## src/logic/dual_timer_pkg.sv

```systemverilog
/*
  constants for the dual 8-bit down-counting timer: register map,
  control field positions, reset values, clock sources, timing counts.
  assumes a 50 MHz hclk and an AHB-Lite register bus of 32-bit words.
*/
`default_nettype none
package dual_timer_pkg;
  // register byte offsets
  localparam logic [7:0] CTRL_OFS = 8'h00;
  localparam logic [7:0] LOAD0_OFS = 8'h04;
  localparam logic [7:0] LOAD1_OFS = 8'h08;
  localparam logic [7:0] C0_LO_OFS = 8'h10;
  localparam logic [7:0] C0_HI_OFS = 8'h14;
  localparam logic [7:0] C1_LO_OFS = 8'h18;
  localparam logic [7:0] C1_HI_OFS = 8'h1c;
  localparam logic [7:0] STAT_OFS = 8'h20;
  // control field positions
  localparam int RUN0_BIT = 0;
  localparam int RUN1_BIT = 1;
  localparam int CASC_BIT = 2;
  localparam int OE_BIT = 3;
  localparam int OSC_BIT = 4;
  localparam int SRC_LSB = 5;
  // reset values
  localparam logic [7:0] COUNT_RST = 8'hff;
  localparam logic [31:0] RDATA_RST = 32'h0000_0000;
  // input clock source select
  typedef enum logic [1:0] {
    SRC_DIV = 2'b00,
    SRC_FAST = 2'b01,
    SRC_EVENT = 2'b11
  } clk_src_e;
  localparam logic [1:0] HTRANS_NONSEQ = 2'b10;
  // software read windows, longest times rounded down
  localparam int HCLK_KHZ = 50_000;
  localparam int LOHI_WINDOW_US = 730;
  localparam int SEQ_WINDOW_US = 1460;
  localparam int LOHI_WINDOW_CYC = (LOHI_WINDOW_US * HCLK_KHZ) / 1000;
  localparam int SEQ_WINDOW_CYC = (SEQ_WINDOW_US * HCLK_KHZ) / 1000;
endpackage
`default_nettype wire

```

## src/logic/dual_down_counter_timer.sv

```systemverilog
/*
  dual 8-bit down counter with 16-bit cascade, nibble-wide count reads,
  run/stop synchronised to the input clock falling edge, gated timer output.
  assumes an AHB-Lite master on hclk, pins arriving asynchronously.
*/
// Our own choices: the register offsets and register access over AHB-Lite.
// Functional notes
// - a run bit write takes effect only at the next input clock falling edge.
// - a running channel decrements by one per input clock, chan1 in cascade by one per chan0 wrap.
// - after run is cleared the channel decrements once more then holds.
// - the run bit reads one until the channel has really stopped.
// - event counter mode also waits for a pin edge, without one run state holds.
// - the timer output is gated by its enable asynchronously to the timer clock.
// - the fast oscillator is off after reset.
// - the event clock pin also feeds the general input port.
`timescale 1ns/1ns
`default_nettype none
module dual_down_counter_timer
  import dual_timer_pkg::*;
#(
  parameter int DIV_HALF = 25
) (
  input wire logic hclk,
  input wire logic hresetn,
  input wire logic ce,
  input wire logic hsel,
  input wire logic [31:0] haddr,
  input wire logic [1:0] htrans,
  input wire logic hwrite,
  input wire logic [2:0] hsize,
  input wire logic hready,
  input wire logic [31:0] hwdata,
  output logic [31:0] hrdata,
  output logic hreadyout,
  output logic hresp,
  input wire logic fast_osc_clk,
  output logic fast_osc_enable,
  input wire logic event_clock_input_pin,
  output logic event_pin_level,
  output logic timer_output_signal
);
  logic [1:0] run_req, next_run_req;
  logic [1:0] running, next_running;
  logic cascade, next_cascade;
  logic oe, next_oe;
  logic osc_on, next_osc_on;
  clk_src_e src, next_src;
  logic [7:0] count0, next_count0;
  logic [7:0] count1, next_count1;
  logic [3:0] snap_hi0, next_snap_hi0;
  logic [3:0] snap_hi1, next_snap_hi1;
  logic [7:0] snap1, next_snap1;
  logic [1:0] fast_s, next_fast_s;
  logic [1:0] evt_s, next_evt_s;
  logic sel_prev, next_sel_prev;
  logic [7:0] div_cnt, next_div_cnt;
  logic div_clk, next_div_clk;
  logic timer_output_signal_q, next_timer_output_signal_q;
  logic wr_pend, next_wr_pend;
  logic [7:0] wr_addr, next_wr_addr;
  logic [31:0] next_hrdata;
  logic next_evt_level;
  logic sel_lvl, fall, uf0, dec1;
  logic addr_ok;
  logic [7:0] rd_addr;

  // unused request fields
  logic unused_ok;
  assign unused_ok = ^{hsize, haddr[31:8]};

  // zero-wait slave, frozen with the clock enable
  assign hreadyout = ce;
  assign hresp = 1'b0;
  assign fast_osc_enable = osc_on;
  // output gated by plain logic, not re-timed to the timer clock
  assign timer_output_signal = timer_output_signal_q & oe;

  // input clock selection and falling edge
  always_comb begin
    unique case (src)
      SRC_DIV: sel_lvl = div_clk;
      SRC_FAST: sel_lvl = fast_s[1] & osc_on;
      SRC_EVENT: sel_lvl = evt_s[1];
      default: sel_lvl = 1'b0;
    endcase
    fall = sel_prev & ~sel_lvl;
    uf0 = fall && running[0] && (count0 == 8'h00);
    dec1 = cascade ? (uf0 && running[1]) : (fall && running[1]);
    addr_ok = hsel && hready && (htrans == HTRANS_NONSEQ || htrans == 2'b11);
    rd_addr = haddr[7:0];
  end

  // next-state computation
  always_comb begin
    next_run_req = run_req;
    next_running = running;
    next_cascade = cascade;
    next_oe = oe;
    next_osc_on = osc_on;
    next_src = src;
    next_count0 = count0;
    next_count1 = count1;
    next_snap_hi0 = snap_hi0;
    next_snap_hi1 = snap_hi1;
    next_snap1 = snap1;
    next_fast_s = {fast_s[0], fast_osc_clk};
    next_evt_s = {evt_s[0], event_clock_input_pin};
    next_evt_level = evt_s[1];
    next_sel_prev = sel_lvl;
    next_div_cnt = div_cnt + 8'h01;
    next_div_clk = div_clk;
    next_timer_output_signal_q = timer_output_signal_q;
    next_wr_pend = 1'b0;
    next_wr_addr = wr_addr;
    next_hrdata = hrdata;
    // internal divided clock
    if (div_cnt >= 8'(DIV_HALF - 1)) begin
      next_div_cnt = 8'h00;
      next_div_clk = ~div_clk;
    end
    // run state changes only at an input clock falling edge
    if (fall) begin
      if (running[0]) begin
        next_count0 = count0 - 8'h01;
      end
      next_running[0] = run_req[0];
      next_running[1] = cascade ? run_req[0] : run_req[1];
    end
    if (dec1) begin
      next_count1 = count1 - 8'h01;
    end
    // output toggles on underflow of the active counter
    if (cascade ? (dec1 && count1 == 8'h00) : uf0) begin
      next_timer_output_signal_q = ~timer_output_signal_q;
    end
    // data phase of a write
    if (wr_pend) begin
      unique case (wr_addr)
        CTRL_OFS: begin
          next_run_req = hwdata[RUN1_BIT:RUN0_BIT];
          next_cascade = hwdata[CASC_BIT];
          next_oe = hwdata[OE_BIT];
          next_osc_on = hwdata[OSC_BIT];
          next_src = clk_src_e'(hwdata[SRC_LSB+1:SRC_LSB]);
          // a source switch must not look like a falling edge
          if (hwdata[SRC_LSB+1:SRC_LSB] != src) begin
            next_sel_prev = 1'b0;
          end
        end
        LOAD0_OFS: if (!running[0]) next_count0 = hwdata[7:0];
        LOAD1_OFS: if (!running[1]) next_count1 = hwdata[7:0];
        default: next_wr_addr = wr_addr;
      endcase
    end
    // address phase
    if (addr_ok) begin
      next_wr_pend = hwrite;
      next_wr_addr = rd_addr;
      if (!hwrite) begin
        next_hrdata = RDATA_RST;
        unique case (rd_addr)
          CTRL_OFS: begin
            next_hrdata[RUN1_BIT:RUN0_BIT] = run_req | running;
            next_hrdata[CASC_BIT] = cascade;
            next_hrdata[OE_BIT] = oe;
            next_hrdata[OSC_BIT] = osc_on;
            next_hrdata[SRC_LSB+1:SRC_LSB] = src;
          end
          LOAD0_OFS: next_hrdata[7:0] = count0;
          LOAD1_OFS: next_hrdata[7:0] = count1;
          C0_LO_OFS: begin
            next_hrdata[3:0] = count0[3:0];
            next_snap_hi0 = count0[7:4];
            next_snap1 = count1;
          end
          C0_HI_OFS: next_hrdata[3:0] = snap_hi0;
          C1_LO_OFS: begin
            next_hrdata[3:0] = cascade ? snap1[3:0] : count1[3:0];
            next_snap_hi1 = cascade ? snap1[7:4] : count1[7:4];
          end
          C1_HI_OFS: next_hrdata[3:0] = snap_hi1;
          STAT_OFS: next_hrdata[1:0] = running;
          default: next_hrdata = RDATA_RST;
        endcase
      end
    end
  end

  // state registers, frozen while ce is low
  always_ff @(posedge hclk or negedge hresetn) begin
    if (!hresetn) begin
      run_req <= 2'b00;
      running <= 2'b00;
      cascade <= 1'b0;
      oe <= 1'b0;
      osc_on <= 1'b0;
      src <= SRC_DIV;
      count0 <= COUNT_RST;
      count1 <= COUNT_RST;
      snap_hi0 <= 4'h0;
      snap_hi1 <= 4'h0;
      snap1 <= 8'h00;
      fast_s <= 2'b00;
      evt_s <= 2'b00;
      event_pin_level <= 1'b0;
      sel_prev <= 1'b0;
      div_cnt <= 8'h00;
      div_clk <= 1'b0;
      timer_output_signal_q <= 1'b0;
      wr_pend <= 1'b0;
      wr_addr <= 8'h00;
      hrdata <= RDATA_RST;
    end else if (ce) begin
      run_req <= next_run_req;
      running <= next_running;
      cascade <= next_cascade;
      oe <= next_oe;
      osc_on <= next_osc_on;
      src <= next_src;
      count0 <= next_count0;
      count1 <= next_count1;
      snap_hi0 <= next_snap_hi0;
      snap_hi1 <= next_snap_hi1;
      snap1 <= next_snap1;
      fast_s <= next_fast_s;
      evt_s <= next_evt_s;
      event_pin_level <= next_evt_level;
      sel_prev <= next_sel_prev;
      div_cnt <= next_div_cnt;
      div_clk <= next_div_clk;
      timer_output_signal_q <= next_timer_output_signal_q;
      wr_pend <= next_wr_pend;
      wr_addr <= next_wr_addr;
      hrdata <= next_hrdata;
    end
  end
endmodule
`default_nettype wire

```

## config.mk

```make
export PLATFORM = sky130hd
export DESIGN_NAME = dual_down_counter_timer
export DESIGN_NICKNAME = d
export VERILOG_FILES = /design/src/logic/dual_timer_pkg.sv /design/src/logic/dual_down_counter_timer.sv
export SDC_FILE = /design/constraint.sdc
export NUM_CORES = 1
export LEC_CHECK = 0
export BUFFER_PORTS_ARGS = -buffer_cell sky130_fd_sc_hd__buf_2
export CORE_ASPECT_RATIO = 0.6
export CORE_MARGIN = 1
export CORE_UTILIZATION = 48
export DETAILED_ROUTE_END_ITERATION = 10
export PLACE_DENSITY = 0.77
export SLEW_MARGIN = 20
export SYNTH_ARGS = -nofsm -noshare
export SYNTH_HDL_FRONTEND = slang
export SYNTH_SLANG_ARGS = --single-unit
```

## constraint.sdc

```tcl
create_clock -name hclk -period 2.3 [get_ports hclk]
set_input_delay 0 -clock hclk [delete_from_list [all_inputs] [get_ports hclk]]
set_output_delay 0 -clock hclk [all_outputs]
set_load 0.02 [all_outputs]
```

* Word-level counts from Yosys, hierarchy flattened
Index checks and enable logic that the tools add are counted.
** Storage, ports and cells
- Word-level logic and storage cells :: 93
- Bits in registers :: 74
- Output and inout bits :: 37
** Cells by class
- $add $sub $neg :: 3
- Order comparisons :: 1
- Eq/ne operators :: 14
- Mux-type cells :: 24
- Bitwise gates (word level) :: 8
- Reduce and logical (&&, ||, !) cells :: 22
** Operators by type and width (count)
- 8-bit two-way mux :: 10
- 8-bit by 5-bit equality test with 1-bit output, second input constant :: 4
- 8-bit logical NOT :: 4
- 8-bit by 3-bit equality test with 1-bit output, second input constant :: 2
- 8-bit by 4-bit equality test with 1-bit output, second input constant :: 2
- 8-bit by 1-bit subtractor with 8-bit output, second input constant :: 2
- 2-bit case mux with 7 select lines :: 1
- 2-bit case mux with 6 select lines :: 1
- 3-bit case mux with 3 select lines :: 1
- 8-bit by 1-bit adder with 8-bit output, second input constant :: 1
- 8-bit by 6-bit equality test with 1-bit output, second input constant :: 1
- 8-bit by 5-bit >= comparator with 1-bit output, second input constant :: 1
- 4-bit two-way mux :: 2
- 2-bit AND reduction :: 4
- 4-bit AND reduction :: 2
- 1-bit logical AND :: 7
- 1-bit two-way mux :: 7
- 2-bit equality test, second input constant :: 3
- 3-bit AND reduction :: 2
- 1-bit inverter :: 4
- 1-bit bitwise AND :: 3
- 1-bit case mux with 3 select lines :: 1
- 2-bit by 1-bit equality test with 1-bit output, second input constant :: 1
- 2-bit logical NOT :: 1
- other kinds (5) :: 5

* Logic depth before layout (Yosys ltp)
- Word-level depth :: 12
- Depth in mapped cells :: 7
- Depth with buffers taken out :: 7

* Worst setup path before layout
No wires, ideal clock.
- Kind :: reg2reg
- Start point :: reg count0[0]
- End point :: reg count1[6]
- Arrival :: 2028 ps
- Setup slack :: 191 ps
- Data required time :: 2218 ps
- Period minus slack after synthesis :: 2109 ps
- Library setup time :: 82 ps
- Stages on the path, launching flop included :: 8
- Cell sequence :: dfstp_2 > inv_1 > ha_1 > or4b_4 > o31a_1 > nor4_1 > mux2_2 > o211ai_1
** On the way
- Cells in the longest elaborated chain, start to end :: 8
** RTL lines
- start: declaration :: line dual_down_counter_timer.sv:48 : logic [7:0] count0, next_count0;
- start signal: assignment :: line dual_down_counter_timer.sv:220 : count0 <= next_count0;
- 8-bit logical NOT * :: line dual_down_counter_timer.sv:87 : uf0 = fall && running[0] && (count0 == 8'h00);
- 1-bit logical AND * :: line dual_down_counter_timer.sv:87
- 1-bit logical AND * :: line dual_down_counter_timer.sv:88 : dec1 = cascade ? (uf0 && running[1]) : (fall && running[1]);
- 1-bit two-way mux * :: line dual_down_counter_timer.sv:88
- 8-bit two-way mux * :: line dual_down_counter_timer.sv:129 : if (dec1) begin
- 8-bit two-way mux :: line dual_down_counter_timer.sv:151 : LOAD1_OFS: if (!running[1]) next_count1 = hwdata[7:0];
- 8-bit two-way mux :: line dual_down_counter_timer.sv:138 : unique case (wr_addr)
- 8-bit two-way mux * :: line dual_down_counter_timer.sv:137 : if (wr_pend) begin
- end signal: assignment :: line dual_down_counter_timer.sv:221 : count1 <= next_count1;
- end: declaration :: line dual_down_counter_timer.sv:49 : logic [7:0] count1, next_count1;
Every way passes the cells marked *; elsewhere a longest branch is shown, timed or not.
A chain may end at the register's enable or synchronous reset.

* Worst setup path in the final report
- Start point :: reg count0[1]
- End point :: reg timer_output_signal_q
** On the way
- Cells in the longest elaborated chain, start to end :: 7
** RTL lines
- 8-bit logical NOT * :: line dual_down_counter_timer.sv:87
- 1-bit logical AND * :: line dual_down_counter_timer.sv:87
- 1-bit logical AND :: line dual_down_counter_timer.sv:88
- 1-bit two-way mux :: line dual_down_counter_timer.sv:88
- 1-bit logical AND :: line dual_down_counter_timer.sv:133 : if (cascade ? (dec1 && count1 == 8'h00) : uf0) begin
- 1-bit two-way mux * :: line dual_down_counter_timer.sv:133
- 2-bit AND reduction (no line) *
- end signal: assignment :: line dual_down_counter_timer.sv:231 : timer_output_signal_q <= next_timer_output_signal_q;
- end: declaration :: line dual_down_counter_timer.sv:58 : logic timer_output_signal_q, next_timer_output_signal_q;
Marks and branches as above.

==> results.py <==
metrics = {
    "status": {
        "status": "completed",
    },
    "synth": {
        "netlist_instances": 407,
        "yosysMostFrequentCell": "dfrtp_1",
        "yosysSeqAreaShare": 0.4476,
        "yosys.area.top_type": "dfrtp_1",
        "synth.avg_cell_area_um2": 10.27,
        "syn_area_mm2": 0.004182,
        "ys_warn_count": 0,
        "synth_common_cells": "58 x dfrtp_1, 36 x mux2_2, 27 x nand2_1, 26 x buf_4, 20 x a21oi_1",
        "synth_seq_cells": 74,
        "synth-edff-count": 0,
        "synth_top_area_frac": 0.3471,
        "yosys_most_used_dff": "dfrtp_1",
        "ys_types": 66,
        "synthTopCellsByArea": "dfrtp_1 35%, dfstp_2 10%, mux2_2 9.7%",
        "async_reset_ff_frac": 1.000,
    },
    "worst_setup_path": {
        "max_stage_delay_ns": 0.65,
        "path_buf_inv": 1,
        "worst_setup_path_end_kind": "flip-flop",
        "cp-start-kind": "flip-flop",
        "worstPathCellList": "inv_1 -> ha_1 -> or4b_4 -> or4_2 -> nor2_2 -> a31oi_1 -> xnor2_1",
        "worstPathRequired_ns": 2.52,
        "r2r_end": "timer_output_signal_q$_DFFE_PN0P_",
        "crit_arrival_ns": 2.47,
        "critPathLaunch": "count0[1]$_DFFE_PN1P_",
        "crit_family": "simple AND/OR/NAND/NOR gates",
        "r2r_slack_ns": 0.05,
        "reg2reg_depth": 7,
        "crit_path_top_delay_cell": "or4_2",
        "critPathMaxFanout": 3,
        "r2r-start": "count0[1]$_DFFE_PN1P_",
        "critPathKind": "flip-flop to flip-flop",
    },
    "hold_path": {
        "hold_end": "count1[7]$_DFFE_PN1P_",
        "hold_path.class": "primary input to flip-flop",
        "min_path_cells": 4,
        "holdCritStartpoint": "hwdata[7]",
    },
    "place": {
        "place_hpwl_mm": 8.074,
        "numPortBuffers": 36,
        "gp_congestion": 0.9476,
        "place_area_mm2": 0.004463,
    },
    "sta": {
        "max_freq_mhz": 444.7,
        "tightest_slew_ns": 0.7538,
        "maxSlewViolCount": 0,
        "setup_tns_ns": 0,
        "finalHoldViolCount": 0,
        "maxSlewHeadroom": 0.4928,
        "finClkSkew_ns": 0.008681,
        "min_period_ns": 2.249,
        "period_share": 0.9776,
        "setup_viol": 0,
    },
    "grt": {
        "overflow": 0,
        "grt_pass1_vias": 3140,
        "grt_max_degree": 50,
        "grt_pass1_wl_mm": 17.32,
        "groute.usage.overall": 0.2665,
        "antenna_found_initial": 0,
    },
    "flow_run": {
        "cap_violations": 0,
    },
    "layout": {
        "syn_to_final_growth_pct": 17.03,
        "final_util": 0.5994,
        "diodes": 0,
        "drive_above_1_share": 0.2975,
        "nets": 551,
        "design_area_mm2": 0.004893,
    },
    "clock_tree": {
        "path_clk_slew_ns": 0.06,
        "clkLatencyLatePin_ns": 0.35,
        "numCtsBuffers": 9,
        "cts_tree": "built",
        "h-tree-depth": 3,
        "cts_root_buf": "clkbuf_16",
        "postCtsSetupBuffers": 0,
        "clock_path_buffers": 2,
        "cts_sinks": 74,
    },
    "route": {
        "drt_iter0_drc": 357,
        "post_drt_wl_per_cell_um": 19.01,
        "drt_wl_total_mm": 11.06,
        "drt-pass1-iter-count": 5,
        "ant_nets": 0,
        "drc": 0,
        "vias_per_cell": 5.966,
        "vias": 3472,
    },
    "die": {
        "rows": 25,
        "fp.dieW_um": 122.5,
        "initial_core_util": 0.5122,
        "ios": 114,
        "die_h_um": 74.30,
        "die-area_mm2": 0.009101,
        "core_mm2": 0.008164,
    },
    "power": {
        "power_w": 0.004010,
        "cellLeakagePower_nw": 2.208,
        "irDropWorstVdd_mv": 0.3799,
        "power_density_mw_per_mm2": 819.5,
    },
}
==> kinds of logic (layout without fill, tap and decap cells) <==
| logic type | after synthesis | count (layout) | share of synthesized area |
|---|---|---|---|
| simple gates | 127 | 127 | 0.1747 |
| compound gates | 88 | 88 | 0.1445 |
| flops | 74 | 74 | 0.4476 |
| buf+inv | 61 | 104 | 0.08588 |
| mux | 46 | 46 | 0.1209 |
| fa+ha+maj | 5 | 5 | 0.01496 |
| xor+xnor | 5 | 5 | 0.01047 |
| other cells | 1 | 25 | 0.0008968 |
==> placed cells by master (no fill, tap or decap), drive strengths merged, types with 4 or more instances in the layout <==
master,Yosys,layout
nand4,6,6
ha,5,5
nand2,27,27
and3,5,5
dlygate4sd3,0,13
clkinv,0,4
inv,17,17
nor4,9,9
dfrtp,58,58
mux2,36,36
nand3,16,16
o21ai,19,19
and4,5,5
dfstp,16,16
or4,4,4
buf,30,58
o22ai,5,5
a22oi,7,7
a22o,7,7
xnor2,5,5
mux2i,10,10
nor3,11,11
conb,1,25
or3,4,4
nor2b,8,8
clkbuf,14,11
a21oi,21,21
nor2,15,15
==> power breakdown <==
group          internal (W)  switching [W]
registers           0.00155       0.000205
clock network      0.000792       0.000562
logic              0.000386       0.000516
total               0.00273        0.00128
==> final cells by class <==
cell class,instances,area [um^2]
well taps,108,135.1
inverters,17,63.81
flip-flops and latches,74,1872
multi-input cells,296,2056
clock inverters,5,38.79
fillers,692,3271
repair buffers,71,475.5
clock buffers,11,252.7
==> stage by stage <==
stage | hold slack [ns] | worst slack (ns) | std cells
floorplan | -0.2956 | 0.1908 | 431
global placement | 0.03981 | 0.0005769 | 553
detailed placement | 0.04422 | -0.001987 | 553
CTS | 0.0002301 | 0.01442 | 582
global route | 0.01728 | -0.01615 | 582
finish | 0.004455 | 0.05148 | 582
==> flip-flops by register name, indices dropped and copies added (netlist names), 4 cells and up <==
| signal | count |
|---|---|
| count1 | 8 |
| count0 | 8 |
| snap_hi0 | 4 |
| snap_hi1 | 4 |
| wr_addr | 8 |
| div_cnt | 8 |
| snap1 | 8 |
| hrdata | 8 |
==> per-layer routing <==
layer  share of wire  vias to the layer above  wire, um  GRT usage
met5               0                        -         0          0
met4           0.012                        0       134    0.06233
met3            0.11                       18      1249     0.1089
met2            0.41                      202      4487     0.3539
met1            0.47                     1667      5193     0.3975
li1                -                     1585         -          -
==> tightest hold or removal path, delay by kind of cell <==
kind | cells | cell delay, ns
AOI/OAI and AO/OA | 1 | 0.09
buffers and inverters | 1 | 0.09
and+or+nand+nor | 2 | 0.13
==> timing repair <==
item,4_1_cts,5_1_grt
pin swaps,0,2
endpoints found under the setup margin,1,6
hold buffers,13,0
gates cloned,0,0
gates resized for setup,1,1
endpoints found under the hold margin,37,0
==> worst max-delay path by stage <==
stage / end / slack (ns) / depth (start not counted)
6_report: timer_output_signal_q$_DFFE_PN0P_ / 0.05 / 7
5_1_grt: timer_output_signal_q$_DFFE_PN0P_ / -0.02 / 7
4_1_cts: count1[6]$_DFFE_PN1P_ / 0.01 / 7
3_5_place_dp: count1[6]$_DFFE_PN1P_ / -0.002 / 7
3_3_place_gp: count1[6]$_DFFE_PN1P_ / 0.0006 / 7
2_1_floorplan: count1[6]$_DFFE_PN1P_ / 0.19 / 7
Note: power is estimated with default switching activity, not from simulation.
